## config.mk

```make
export PLATFORM = sky130hd
export DESIGN_NAME = dsrp_top
export DESIGN_NICKNAME = d
export VERILOG_FILES = /design/src/include/dsrp_pkg.sv /design/src/include/dsrp_lp_if.sv /design/src/verilog/dsrp_lpexit.sv /design/src/verilog/dsrp_sync.sv /design/src/verilog/dsrp_top.sv
export SDC_FILE = /design/constraint.sdc
export NUM_CORES = 1
export LEC_CHECK = 0
export ABC_AREA = 1
export CORE_MARGIN = 10
export CORE_UTILIZATION = 60
export DETAILED_ROUTE_END_ITERATION = 7
export DONT_BUFFER_PORTS = 1
export PLACE_DENSITY = 0.76
export SETUP_SLACK_MARGIN = 0.2
export SYNTH_ARGS = -nofsm -noshare
export SYNTH_HDL_FRONTEND = slang
export SYNTH_SLANG_ARGS = --single-unit
```

## constraint.sdc

```tcl
create_clock -name REF_CLK -period 1.6 [get_ports REF_CLK]
set_clock_uncertainty 0.1 [all_clocks]
set_input_delay 0.16 -clock REF_CLK [delete_from_list [all_inputs] [get_ports REF_CLK]]
set_output_delay 0.16 -clock REF_CLK [all_outputs]
set_load 0.02 [all_outputs]
```

## src/include/dsrp_pkg.sv

```systemverilog
// Constants shared by the debug status and reset port.
package dsrp_pkg;
    localparam int unsigned DATA_W = 32;
    localparam int unsigned ADDR_W = 4;
    // Register byte offsets.
    localparam logic [3:0] OFS_STATUS = 4'h0;
    localparam logic [3:0] OFS_CONTROL = 4'h4;
    localparam logic [3:0] OFS_INT_STAT = 4'h8;
    localparam logic [3:0] OFS_INT_MASK = 4'hc;
    // Status register bit positions.
    localparam int unsigned ST_SECURE = 2;
    localparam int unsigned ST_LLS_EXIT = 9;
    localparam int unsigned ST_VLLS_EXIT = 10;
    localparam int unsigned ST_HALTED = 16;
    localparam int unsigned ST_SLEEPDEEP = 17;
    localparam int unsigned ST_SLEEPING = 18;
    localparam logic [31:0] ST_RSVD_MASK = 32'hfff8_f800;
    // Control register bit positions.
    localparam int unsigned CT_ERASE = 0;
    localparam int unsigned CT_LP_ACK = 1;
    localparam int unsigned CT_SYS_RST = 3;
    localparam int unsigned CT_CORE_RST = 4;
    // Interrupt status and mask bit positions.
    localparam int unsigned IT_LLS = 0;
    localparam int unsigned IT_VLLS = 1;
    localparam int unsigned IT_HALT = 2;
    localparam int unsigned IT_W = 3;
    localparam logic [IT_W-1:0] IT_RESET = 3'h0;
endpackage

```

## src/include/dsrp_lp_if.sv

```systemverilog
// Low-power mode activity and its exit pulse between detector and top.
`timescale 1ns/10ps
interface dsrp_lp_if;
    logic active;
    logic exit_pulse;
    modport det (input active, output exit_pulse);
    modport use_side (output active, input exit_pulse);
endinterface

```

## src/verilog/dsrp_lpexit.sv

```systemverilog
// Detects the end of a low-power mode and gives a one-cycle exit pulse.
`timescale 1ns/10ps
module dsrp_lpexit (
    input wire logic clk,
    input wire logic rst_b,
    dsrp_lp_if.det lp
);
    logic active_d_reg;
    logic exit_reg;

    always_ff @(posedge clk or negedge rst_b) begin
        if (!rst_b) begin
            active_d_reg <= 1'b0;
            exit_reg <= 1'b0;
        end else begin
            active_d_reg <= lp.active;
            exit_reg <= active_d_reg & ~lp.active;
        end
    end

    assign lp.exit_pulse = exit_reg;
endmodule

```

## src/verilog/dsrp_sync.sv

```systemverilog
// Two-flop synchroniser for levels entering the reference clock domain.
`timescale 1ns/10ps
module dsrp_sync #(
    parameter int unsigned W = 1
) (
    input wire logic clk,
    input wire logic rst_b,
    input wire logic [W-1:0] d,
    output logic [W-1:0] q
);
    logic [W-1:0] meta_reg;

    always_ff @(posedge clk or negedge rst_b) begin
        if (!rst_b) begin
            meta_reg <= '0;
            q <= '0;
        end else begin
            meta_reg <= d;
            q <= meta_reg;
        end
    end
endmodule

```

## src/verilog/dsrp_top.sv

```systemverilog
// Debug mailbox port status, debug resets and low-power handling.
`timescale 1ns/10ps
module dsrp_top (
    input wire logic REF_CLK,
    input wire logic RST_B,
    input wire logic [dsrp_pkg::ADDR_W-1:0] AVS_ADDRESS,
    input wire logic AVS_READ,
    input wire logic AVS_WRITE,
    input wire logic [dsrp_pkg::DATA_W-1:0] AVS_WRITEDATA,
    output logic [dsrp_pkg::DATA_W-1:0] AVS_READDATA,
    output logic AVS_WAITREQUEST,
    input wire logic DBG_CLK,
    input wire logic DBG_RST_REQ,
    input wire logic LOW_LEAKAGE_STOP,
    input wire logic VERY_LOW_LEAKAGE_STOP,
    input wire logic CORE_HALTED,
    input wire logic CORE_SLEEPDEEP,
    input wire logic CORE_SLEEPING,
    input wire logic CORE_SYS_RESET_REQ,
    input wire logic FLASH_SECURE,
    output logic SYS_RESET_B,
    output logic CORE_RESET_B,
    output logic DBG_LOGIC_RESET_B,
    output logic MASS_ERASE_REQ,
    output logic IRQ
);
    logic [1:0] lnk_s;
    logic lnk_clk_d_reg;
    logic lnk_rise;
    logic dbg_req_reg;
    logic dbg_rst_b_reg;
    logic wait_reg;
    logic [31:0] rdata_reg;
    logic [31:0] rdata_next;
    logic [31:0] status;
    logic pending;
    logic blocked;
    logic take;
    logic wr_ack;
    logic sel_stat;
    logic sel_ctl;
    logic sel_ist;
    logic sel_msk;
    logic lls_flag_reg;
    logic vlls_flag_reg;
    logic lp_ack;
    logic erase_reg;
    logic sysrst_reg;
    logic corerst_reg;
    logic sys_rst_b_reg;
    logic core_rst_b_reg;
    logic halt_d_reg;
    logic [dsrp_pkg::IT_W-1:0] ist_reg;
    logic [dsrp_pkg::IT_W-1:0] msk_reg;
    logic [dsrp_pkg::IT_W-1:0] ev;
    logic irq_reg;

    dsrp_lp_if lls_if();
    dsrp_lp_if vlls_if();

    assign lls_if.active = LOW_LEAKAGE_STOP;
    assign vlls_if.active = VERY_LOW_LEAKAGE_STOP;

    dsrp_lpexit u_lls (
        .clk(REF_CLK),
        .rst_b(RST_B),
        .lp(lls_if.det)
    );

    dsrp_lpexit u_vlls (
        .clk(REF_CLK),
        .rst_b(RST_B),
        .lp(vlls_if.det)
    );

    dsrp_sync #(.W(2)) u_sync (
        .clk(REF_CLK),
        .rst_b(RST_B),
        .d({DBG_CLK, DBG_RST_REQ}),
        .q(lnk_s)
    );

    // The debugger reset request is taken on rising edges of its clock.
    assign lnk_rise = lnk_s[1] & ~lnk_clk_d_reg;

    always_ff @(posedge REF_CLK or negedge RST_B) begin
        if (!RST_B) begin
            lnk_clk_d_reg <= 1'b0;
            dbg_req_reg <= 1'b0;
        end else begin
            lnk_clk_d_reg <= lnk_s[1];
            if (lnk_rise) begin
                dbg_req_reg <= lnk_s[0];
            end
        end
    end

    // Debug logic reset: power-on, debugger request, or power loss.
    always_ff @(posedge REF_CLK or negedge RST_B) begin
        if (!RST_B) begin
            dbg_rst_b_reg <= 1'b0;
        end else begin
            dbg_rst_b_reg <= ~(dbg_req_reg | VERY_LOW_LEAKAGE_STOP
                | vlls_if.exit_pulse);
        end
    end

    // Bus accesses stall while low leakage stop is active; very low leakage stop does not stall them.
    assign blocked = LOW_LEAKAGE_STOP;
    assign pending = AVS_READ | AVS_WRITE;
    assign take = pending & wait_reg & ~blocked;
    assign wr_ack = AVS_WRITE & ~wait_reg;
    assign sel_stat = AVS_ADDRESS == dsrp_pkg::OFS_STATUS;
    assign sel_ctl = AVS_ADDRESS == dsrp_pkg::OFS_CONTROL;
    assign sel_ist = AVS_ADDRESS == dsrp_pkg::OFS_INT_STAT;
    assign sel_msk = AVS_ADDRESS == dsrp_pkg::OFS_INT_MASK;

    always_ff @(posedge REF_CLK or negedge RST_B) begin
        if (!RST_B) begin
            wait_reg <= 1'b1;
        end else begin
            wait_reg <= ~take;
        end
    end

    always_comb begin
        status = '0;
        status[dsrp_pkg::ST_SECURE] = FLASH_SECURE;
        status[dsrp_pkg::ST_LLS_EXIT] = lls_flag_reg;
        status[dsrp_pkg::ST_VLLS_EXIT] = vlls_flag_reg;
        status[dsrp_pkg::ST_HALTED] = CORE_HALTED;
        status[dsrp_pkg::ST_SLEEPDEEP] = CORE_SLEEPDEEP;
        status[dsrp_pkg::ST_SLEEPING] = CORE_SLEEPING;
    end

    always_comb begin
        rdata_next = '0;
        if (sel_stat) begin
            rdata_next = status;
        end else if (FLASH_SECURE) begin
            rdata_next = '0;
        end else if (sel_ctl) begin
            rdata_next[dsrp_pkg::CT_ERASE] = erase_reg;
            rdata_next[dsrp_pkg::CT_SYS_RST] = sysrst_reg;
            rdata_next[dsrp_pkg::CT_CORE_RST] = corerst_reg;
        end else if (sel_ist) begin
            rdata_next[dsrp_pkg::IT_W-1:0] = ist_reg;
        end else if (sel_msk) begin
            rdata_next[dsrp_pkg::IT_W-1:0] = msk_reg;
        end
    end

    always_ff @(posedge REF_CLK or negedge RST_B) begin
        if (!RST_B) begin
            rdata_reg <= '0;
        end else if (take && AVS_READ) begin
            rdata_reg <= rdata_next;
        end
    end

    // Acknowledge of the exit flags; honoured even when secured.
    assign lp_ack = wr_ack & sel_ctl & AVS_WRITEDATA[dsrp_pkg::CT_LP_ACK];

    always_ff @(posedge REF_CLK or negedge RST_B) begin
        if (!RST_B) begin
            lls_flag_reg <= 1'b0;
        end else if (lls_if.exit_pulse) begin
            lls_flag_reg <= 1'b1;
        end else if (lp_ack) begin
            lls_flag_reg <= 1'b0;
        end
    end

    always_ff @(posedge REF_CLK or negedge RST_B) begin
        if (!RST_B) begin
            vlls_flag_reg <= 1'b0;
        end else if (vlls_if.exit_pulse) begin
            vlls_flag_reg <= 1'b1;
        end else if (lp_ack) begin
            vlls_flag_reg <= 1'b0;
        end
    end

    // Control bits; a status write matches no branch and is dropped.
    always_ff @(posedge REF_CLK or negedge RST_B) begin
        if (!RST_B) begin
            erase_reg <= 1'b0;
            sysrst_reg <= 1'b0;
            corerst_reg <= 1'b0;
        end else if (!dbg_rst_b_reg) begin
            erase_reg <= 1'b0;
            sysrst_reg <= 1'b0;
            corerst_reg <= 1'b0;
        end else if (wr_ack && sel_ctl) begin
            erase_reg <= AVS_WRITEDATA[dsrp_pkg::CT_ERASE];
            if (!FLASH_SECURE) begin
                sysrst_reg <= AVS_WRITEDATA[dsrp_pkg::CT_SYS_RST];
                corerst_reg <= AVS_WRITEDATA[dsrp_pkg::CT_CORE_RST];
            end
        end else if (FLASH_SECURE) begin
            sysrst_reg <= 1'b0;
            corerst_reg <= 1'b0;
        end
    end

    always_ff @(posedge REF_CLK or negedge RST_B) begin
        if (!RST_B) begin
            sys_rst_b_reg <= 1'b1;
            core_rst_b_reg <= 1'b1;
        end else begin
            sys_rst_b_reg <= ~(sysrst_reg | CORE_SYS_RESET_REQ);
            core_rst_b_reg <= ~corerst_reg;
        end
    end

    // Interrupt status: sticky, write one to clear, set wins over clear.
    assign ev[dsrp_pkg::IT_LLS] = lls_if.exit_pulse;
    assign ev[dsrp_pkg::IT_VLLS] = vlls_if.exit_pulse;
    assign ev[dsrp_pkg::IT_HALT] = CORE_HALTED & ~halt_d_reg;

    always_ff @(posedge REF_CLK or negedge RST_B) begin
        if (!RST_B) begin
            halt_d_reg <= 1'b0;
            ist_reg <= dsrp_pkg::IT_RESET;
        end else begin
            halt_d_reg <= CORE_HALTED;
            if (wr_ack && sel_ist && !FLASH_SECURE) begin
                ist_reg <= ev
                    | (ist_reg & ~AVS_WRITEDATA[dsrp_pkg::IT_W-1:0]);
            end else begin
                ist_reg <= ist_reg | ev;
            end
        end
    end

    always_ff @(posedge REF_CLK or negedge RST_B) begin
        if (!RST_B) begin
            msk_reg <= dsrp_pkg::IT_RESET;
        end else if (!dbg_rst_b_reg) begin
            msk_reg <= dsrp_pkg::IT_RESET;
        end else if (wr_ack && sel_msk && !FLASH_SECURE) begin
            msk_reg <= AVS_WRITEDATA[dsrp_pkg::IT_W-1:0];
        end
    end

    always_ff @(posedge REF_CLK or negedge RST_B) begin
        if (!RST_B) begin
            irq_reg <= 1'b0;
        end else begin
            // A set mask bit keeps its status bit off the interrupt line.
            irq_reg <= |(ist_reg & ~msk_reg);
        end
    end

    assign AVS_READDATA = rdata_reg;
    assign AVS_WAITREQUEST = wait_reg;
    assign SYS_RESET_B = sys_rst_b_reg;
    assign CORE_RESET_B = core_rst_b_reg;
    assign DBG_LOGIC_RESET_B = dbg_rst_b_reg;
    assign MASS_ERASE_REQ = erase_reg;
    assign IRQ = irq_reg;
endmodule
```

======== After elaboration in Yosys (flattened, before gate mapping) ========
Index checks and enable logic that the tools add are counted.
word-level totals
  output and inout bits ................... 38
  bits in registers ....................... 59
operators by class
  bitwise gates (word level) .............. 28
  equal/unequal tests ..................... 7
  muxes and demuxes ....................... 22
  reductions and logical operators ........ 12
operators with widths
  kind                                                   count
  two-way mux 19 bit                                     1
  two-way mux 3 bit                                      5
  two-way mux 1 bit                                      13
  bitwise AND 1 bit                                      9
  NOT 1 bit                                              9
  equality test 4 bit, second input constant             2
  bitwise AND 3 bit                                      2
  logical AND 1 bit                                      6
  NOT 3 bit                                              2
  OR 3 bit                                               2
  two-way mux 5 bit                                      1
  equality test 4 x 3 -> 1 bit, second input constant    1
  zero test 4 bit                                        1
  two-way mux 2 bit                                      2
  inequality test 2 x 1 -> 1 bit, second input constant  2
  OR 1 bit                                               4
  nonzero test 2 bit                                     2
  inequality test 3 x 2 -> 1 bit, second input constant  1
  inequality test 3 bit, second input constant           1
  OR reduction 3 bit                                     1
  AND reduction 2 bit                                    1
  zero test 1 bit                                        1

======== Logic depth before layout (Yosys ltp) ========
  depth in word-level cells ............... 6
  gate-level depth with buffers ........... 8
  mapped depth without buffers ............ 8

======== By module ========
A second synthesis with hierarchy kept.
second synthesis, totals
  cells, all modules ...................... 200
  area total of the unflattened synthesis .. 1,735.4 µm²
by module, submodules not included
  module       times used  area an instance (µm²)  cells each  sequential area each (µm²)
  dsrp_top     1           1,515.2                 188         729.4
  dsrp_lpexit  2           60.1                    4           50.0
  dsrp_sync    1           100.1                   4           100.1

======== Least setup slack after synthesis ========
No wires, ideal clock.
  path kind ............................... flip-flop to flip-flop
  from .................................... reg wait_reg, in the netlist AVS_WAITREQUEST
  to ...................................... reg corerst_reg
  period minus slack after synthesis ...... 1.280 ns
  stages on the path, launching flop included .. 8
  setup time .............................. 0.117 ns
  path slack .............................. 0.320 ns
  arrival time ............................ 1.062 ns
  path through ............................ dfstp_2 -> inv_1 -> nand2_1 -> inv_1 -> nand2_1 -> nor2_1 -> nand3_1 -> nand2_1
on the way
  longest elaborated chain between the ends .. 5
  elaborated cells between the ends (all ways) .. 8
RTL lines
  element                                                                    line             RTL
  start: declaration                                                         dsrp_top.sv:32   logic wait_reg;
  start signal: assignment                                                   dsrp_top.sv:122  wait_reg <= ~take;
  NOT 1 bit *                                                                dsrp_top.sv:112  assign wr_ack = AVS_WRITE & ~wait_reg;
  bitwise AND 1 bit *                                                        dsrp_top.sv:112
  logical AND 1 bit *                                                        dsrp_top.sv:194  end else if (wr_ack && sel_ctl) begin
  inequality test 3 bit (no line), or another cell as far along              --
  AND reduction 2 bit (no line) / two-way mux 1 bit (equally long branches)  --
  end signal: assignment                                                     dsrp_top.sv:198  corerst_reg <= AVS_WRITEDATA[dsrp_pkg::CT_CORE_RST];
  end: declaration                                                           dsrp_top.sv:49   logic corerst_reg;
Every way passes the cells marked *; elsewhere a longest branch is shown, timed or not.
A chain may end at the register's enable or synchronous reset.

======== Worst setup path in the final report ========
  from .................................... reg wait_reg, in the netlist AVS_WAITREQUEST
  to ...................................... out AVS_WAITREQUEST
RTL lines
  element           line            RTL
  end: declaration  dsrp_top.sv:11  output logic AVS_WAITREQUEST,
No word-level cell between the ends.

==> summary.txt <==
Die
  – Std-Cell Rows: 19
  – Die area: 5460 sq um
  – Die W: 73.9 microns
  – Die Ht: 73.9 microns
  – Core Area: 2760 sq um
  – Starting density of the core: 63.1%
  – # IOs: 87

Clock network
  – CTS Hold Bufs: 19
  – H-tree Lvls: 2
  – Worst skew pair latency: 350 ps
  – Post-CTS Setup Bufs: 0
  – CTS Sinks: 37
  – Clk buf depth: 2
  – CTS tree: built
  – Worst-path clk slew: 120 ps
  – CTS Buf Count: 5
  – Root Buffer Master: clkbuf_4

Yosys
  – Synth Area in Adders: 0%
  – Warning count from the yosys run: 0
  – Synth top area share: 48.9%
  – Ys flop type: dfrtp_1
  – Compound-cell area share of the yosys netlist: 4.53%
  – Number of library cell types mapped by synthesis: 20
  – Main combinational cell family by area after synthesis: simple AND/OR/NAND/NOR gates
  – EDFF count, synth: 0
  – Synth area leader: dfrtp_1
  – Synth Area in XOR/XNOR: 0%
  – Synth top cells by count: nand2_1 (54), dfrtp_1 (34), inv_1 (26), buf_4 (22), nand3_1 (15)
  – Flops & latches, synth: 37
  – Mapped cell area: 1740 sq um
  – Seq/Total Area, Yosys: 53.4%
  – Mux contribution to synthesized area: 0%
  – Synth area leaders: dfrtp_1 (49%), nand2_1 (12%), buf_4 (9.5%), inv_1 (5.6%), dfstp_2 (4.5%)
  – Cells after Synth: 201
  – Async SR Flop Fraction: 100%
  – Syn avg cell area: 8.66 sq um
  – Simple-Gate Fraction of Synth Area: 26.0%
  – Most frequent cell after synthesis: nand2_1

Layout
  – Area grow syn2layout: 17.5%
  – Max reg flops: 10
  – Final instance area: 2050 sq um
  – Final core utilization: 74.2%
  – ANT cells: 0
  – NumNets Final: 278
  – Fraction of layout cells with a size suffix above 1: 17.4%

Setup path
  – Setup Crit Path Kind: flip-flop to output port
  – CP delay by family, top: flip-flops
  – CP peak stage delay: 580 ps
  – Worst path buffer plus inverter count: 1
  – Worst path arrival time: 1080 ps
  – CP max FO: 4
  – CP Launch Type: flip-flop
  – Cell breakdown of the critical path: buf_4
  – Required @ worst endpoint: 1340 ps
  – Worst setup EP type: output port
  – Critical path's slowest cell: dfstp_2

Timing
  – Setup TNS: 0 ps
  – Pins Over Slew Limit: 0
  – Period Utilization, post-route: 83.9%
  – PnR worst setup slack: 258 ps
  – Final hold vios: 3
  – RSZ-0062 raised after global routing: true
  – Maximum clock rate: 745 MHz
  – Min Tclk post-route: 1340 ps
  – Final setup viols: 0
  – Final hold slack: -46.8 ps

Global routing
  – GR Util met2: 22.2%
  – Vias in the first global route: 1284
  – First-pass GRT wire length: 5.96 mm
  – Grt met3 use: 6.19%
  – Gr usage total: 13.9%
  – GRT busiest layer: met2
  – Grt total ovfl: 0
  – Initial antenna violation count: 0
  – Met1 GRT Util: 15.2%
  – Largest net degree at the start of global routing: 38

Power and ir drop
  – Pleak: 1.07 nW
  – PwrDens: 998 nW/um^2
  – Worst vdd ir: 0.996 mV

Placement
  – PortBufs: 0
  – GP Congestion: 0.799
  – Dpl hpwl: 2.75 mm
  – Place WS: 179 ps
  – DP Area: 1720 sq um

Job
  – Max-cap violations: 0

Routing
  – Drt pass-1 iters: 4
  – Average wire per standard cell: 14.2 microns
  – Total Wirelength: 3.72 mm
  – Post-route ant nets: 0
  – Vias per cell: 4.83
  – Vias: 1260
  – Initial DRC Count: 78
  – Residual DRC: 0

Outcome
  – Run status: finished, violations left
  – Failing checks: negative hold slack

Min path
  – Hold Crit Class: input port to flip-flop
[stage by stage]
step | hold slack, ps | total power [mW] | instances
floorplan | -236 | 1.18 | 222
global placement | -235 | 1.16 | 234
detailed placement | -235 | 1.17 | 234
CTS | -27.7 | 2.04 | 261
global route | -40.6 | 2.12 | 261
finish | -46.8 | 2.04 | 261
[path summary, 6_finish.rpt]
kind                                     from         endpoint  slack, ps  cells past startpoint
min in group asynchronous               RST_B  AVS_READDATA[2]        160                      2
min reg2reg                u_sync.meta_reg[1]      u_sync.q[1]        260                      0
max in group asynchronous               RST_B     CORE_RESET_B       1000                      2
max reg2reg                   AVS_WAITREQUEST  AVS_READDATA[1]        260                      6
min                                  AVS_READ  AVS_WAITREQUEST        -50                      3
max                           AVS_WAITREQUEST  AVS_WAITREQUEST        260                      1
[power breakdown]
| group | total, mW | switching [mW] | internal [mW] |
|---|---|---|---|
| combinational | 0.221 | 0.149 | 0.0729 |
| sequential | 1.00 | 0.0331 | 0.971 |
| clock | 0.816 | 0.325 | 0.492 |
| total | 2.04 | 0.506 | 1.54 |
[per-layer routing]
layer / up-vias / share of wire (%)
met4: 0 / 1.9
met3: 9 / 12
met1: 578 / 39
met2: 49 / 48
met5: - / 0
li1: 624 / -
[cells in the final DEF (no fill, tap or decap)]
| master | netlist | routed |
|---|---|---|
| o21ai_1 | 8 | 8 |
| nor3_1 | 1 | 1 |
| clkbuf_4 | 0 | 5 |
| nand3_2 | 0 | 1 |
| dfstp_2 | 3 | 3 |
| inv_6 | 0 | 1 |
| a21boi_0 | 1 | 1 |
| nand3_1 | 15 | 14 |
| buf_12 | 0 | 1 |
| conb_1 | 1 | 22 |
| nand2_1 | 54 | 53 |
| bufinv_16 | 0 | 2 |
| dlygate4sd3_1 | 0 | 18 |
| nor2_2 | 3 | 4 |
| inv_1 | 26 | 25 |
| nor2_1 | 12 | 10 |
| buf_4 | 22 | 4 |
| a21oi_2 | 0 | 1 |
| o221ai_1 | 1 | 1 |
| or2_2 | 1 | 1 |
| a31oi_1 | 2 | 2 |
| dfrtp_1 | 34 | 34 |
| inv_2 | 2 | 3 |
| nor2_4 | 5 | 6 |
| nand2_2 | 7 | 8 |
| a21oi_1 | 2 | 1 |
[logic make-up (layout without fill, tap and decap cells)]
| kind of cell | count (synthesis) | after routing |
|---|---|---|
| buffers and inverters | 51 | 59 |
| other | 1 | 22 |
| DFF | 37 | 37 |
| AOI/OAI and AO/OA | 14 | 14 |
| and+or+nand+nor | 98 | 98 |
[cell type report]
cell class              count  area (sq um)
clock inverters             3          68.8
multi-input cells         134           636
clock buffers               5          37.5
inverters                  28           105
well taps                  31          38.8
fillers                   218           712
flip-flops and latches     37           930
repair buffers             23           230
[repair_timing]
| item | in CTS | in global routing |
|---|---|---|
| pin swaps | 0 | 1 |
| setup endpoints to repair | 3 | 11 |
| gates resized for setup | 2 | 5 |
| hold endpoints to repair | 64 | 1 |
Power figures use the tool's default switching activity.
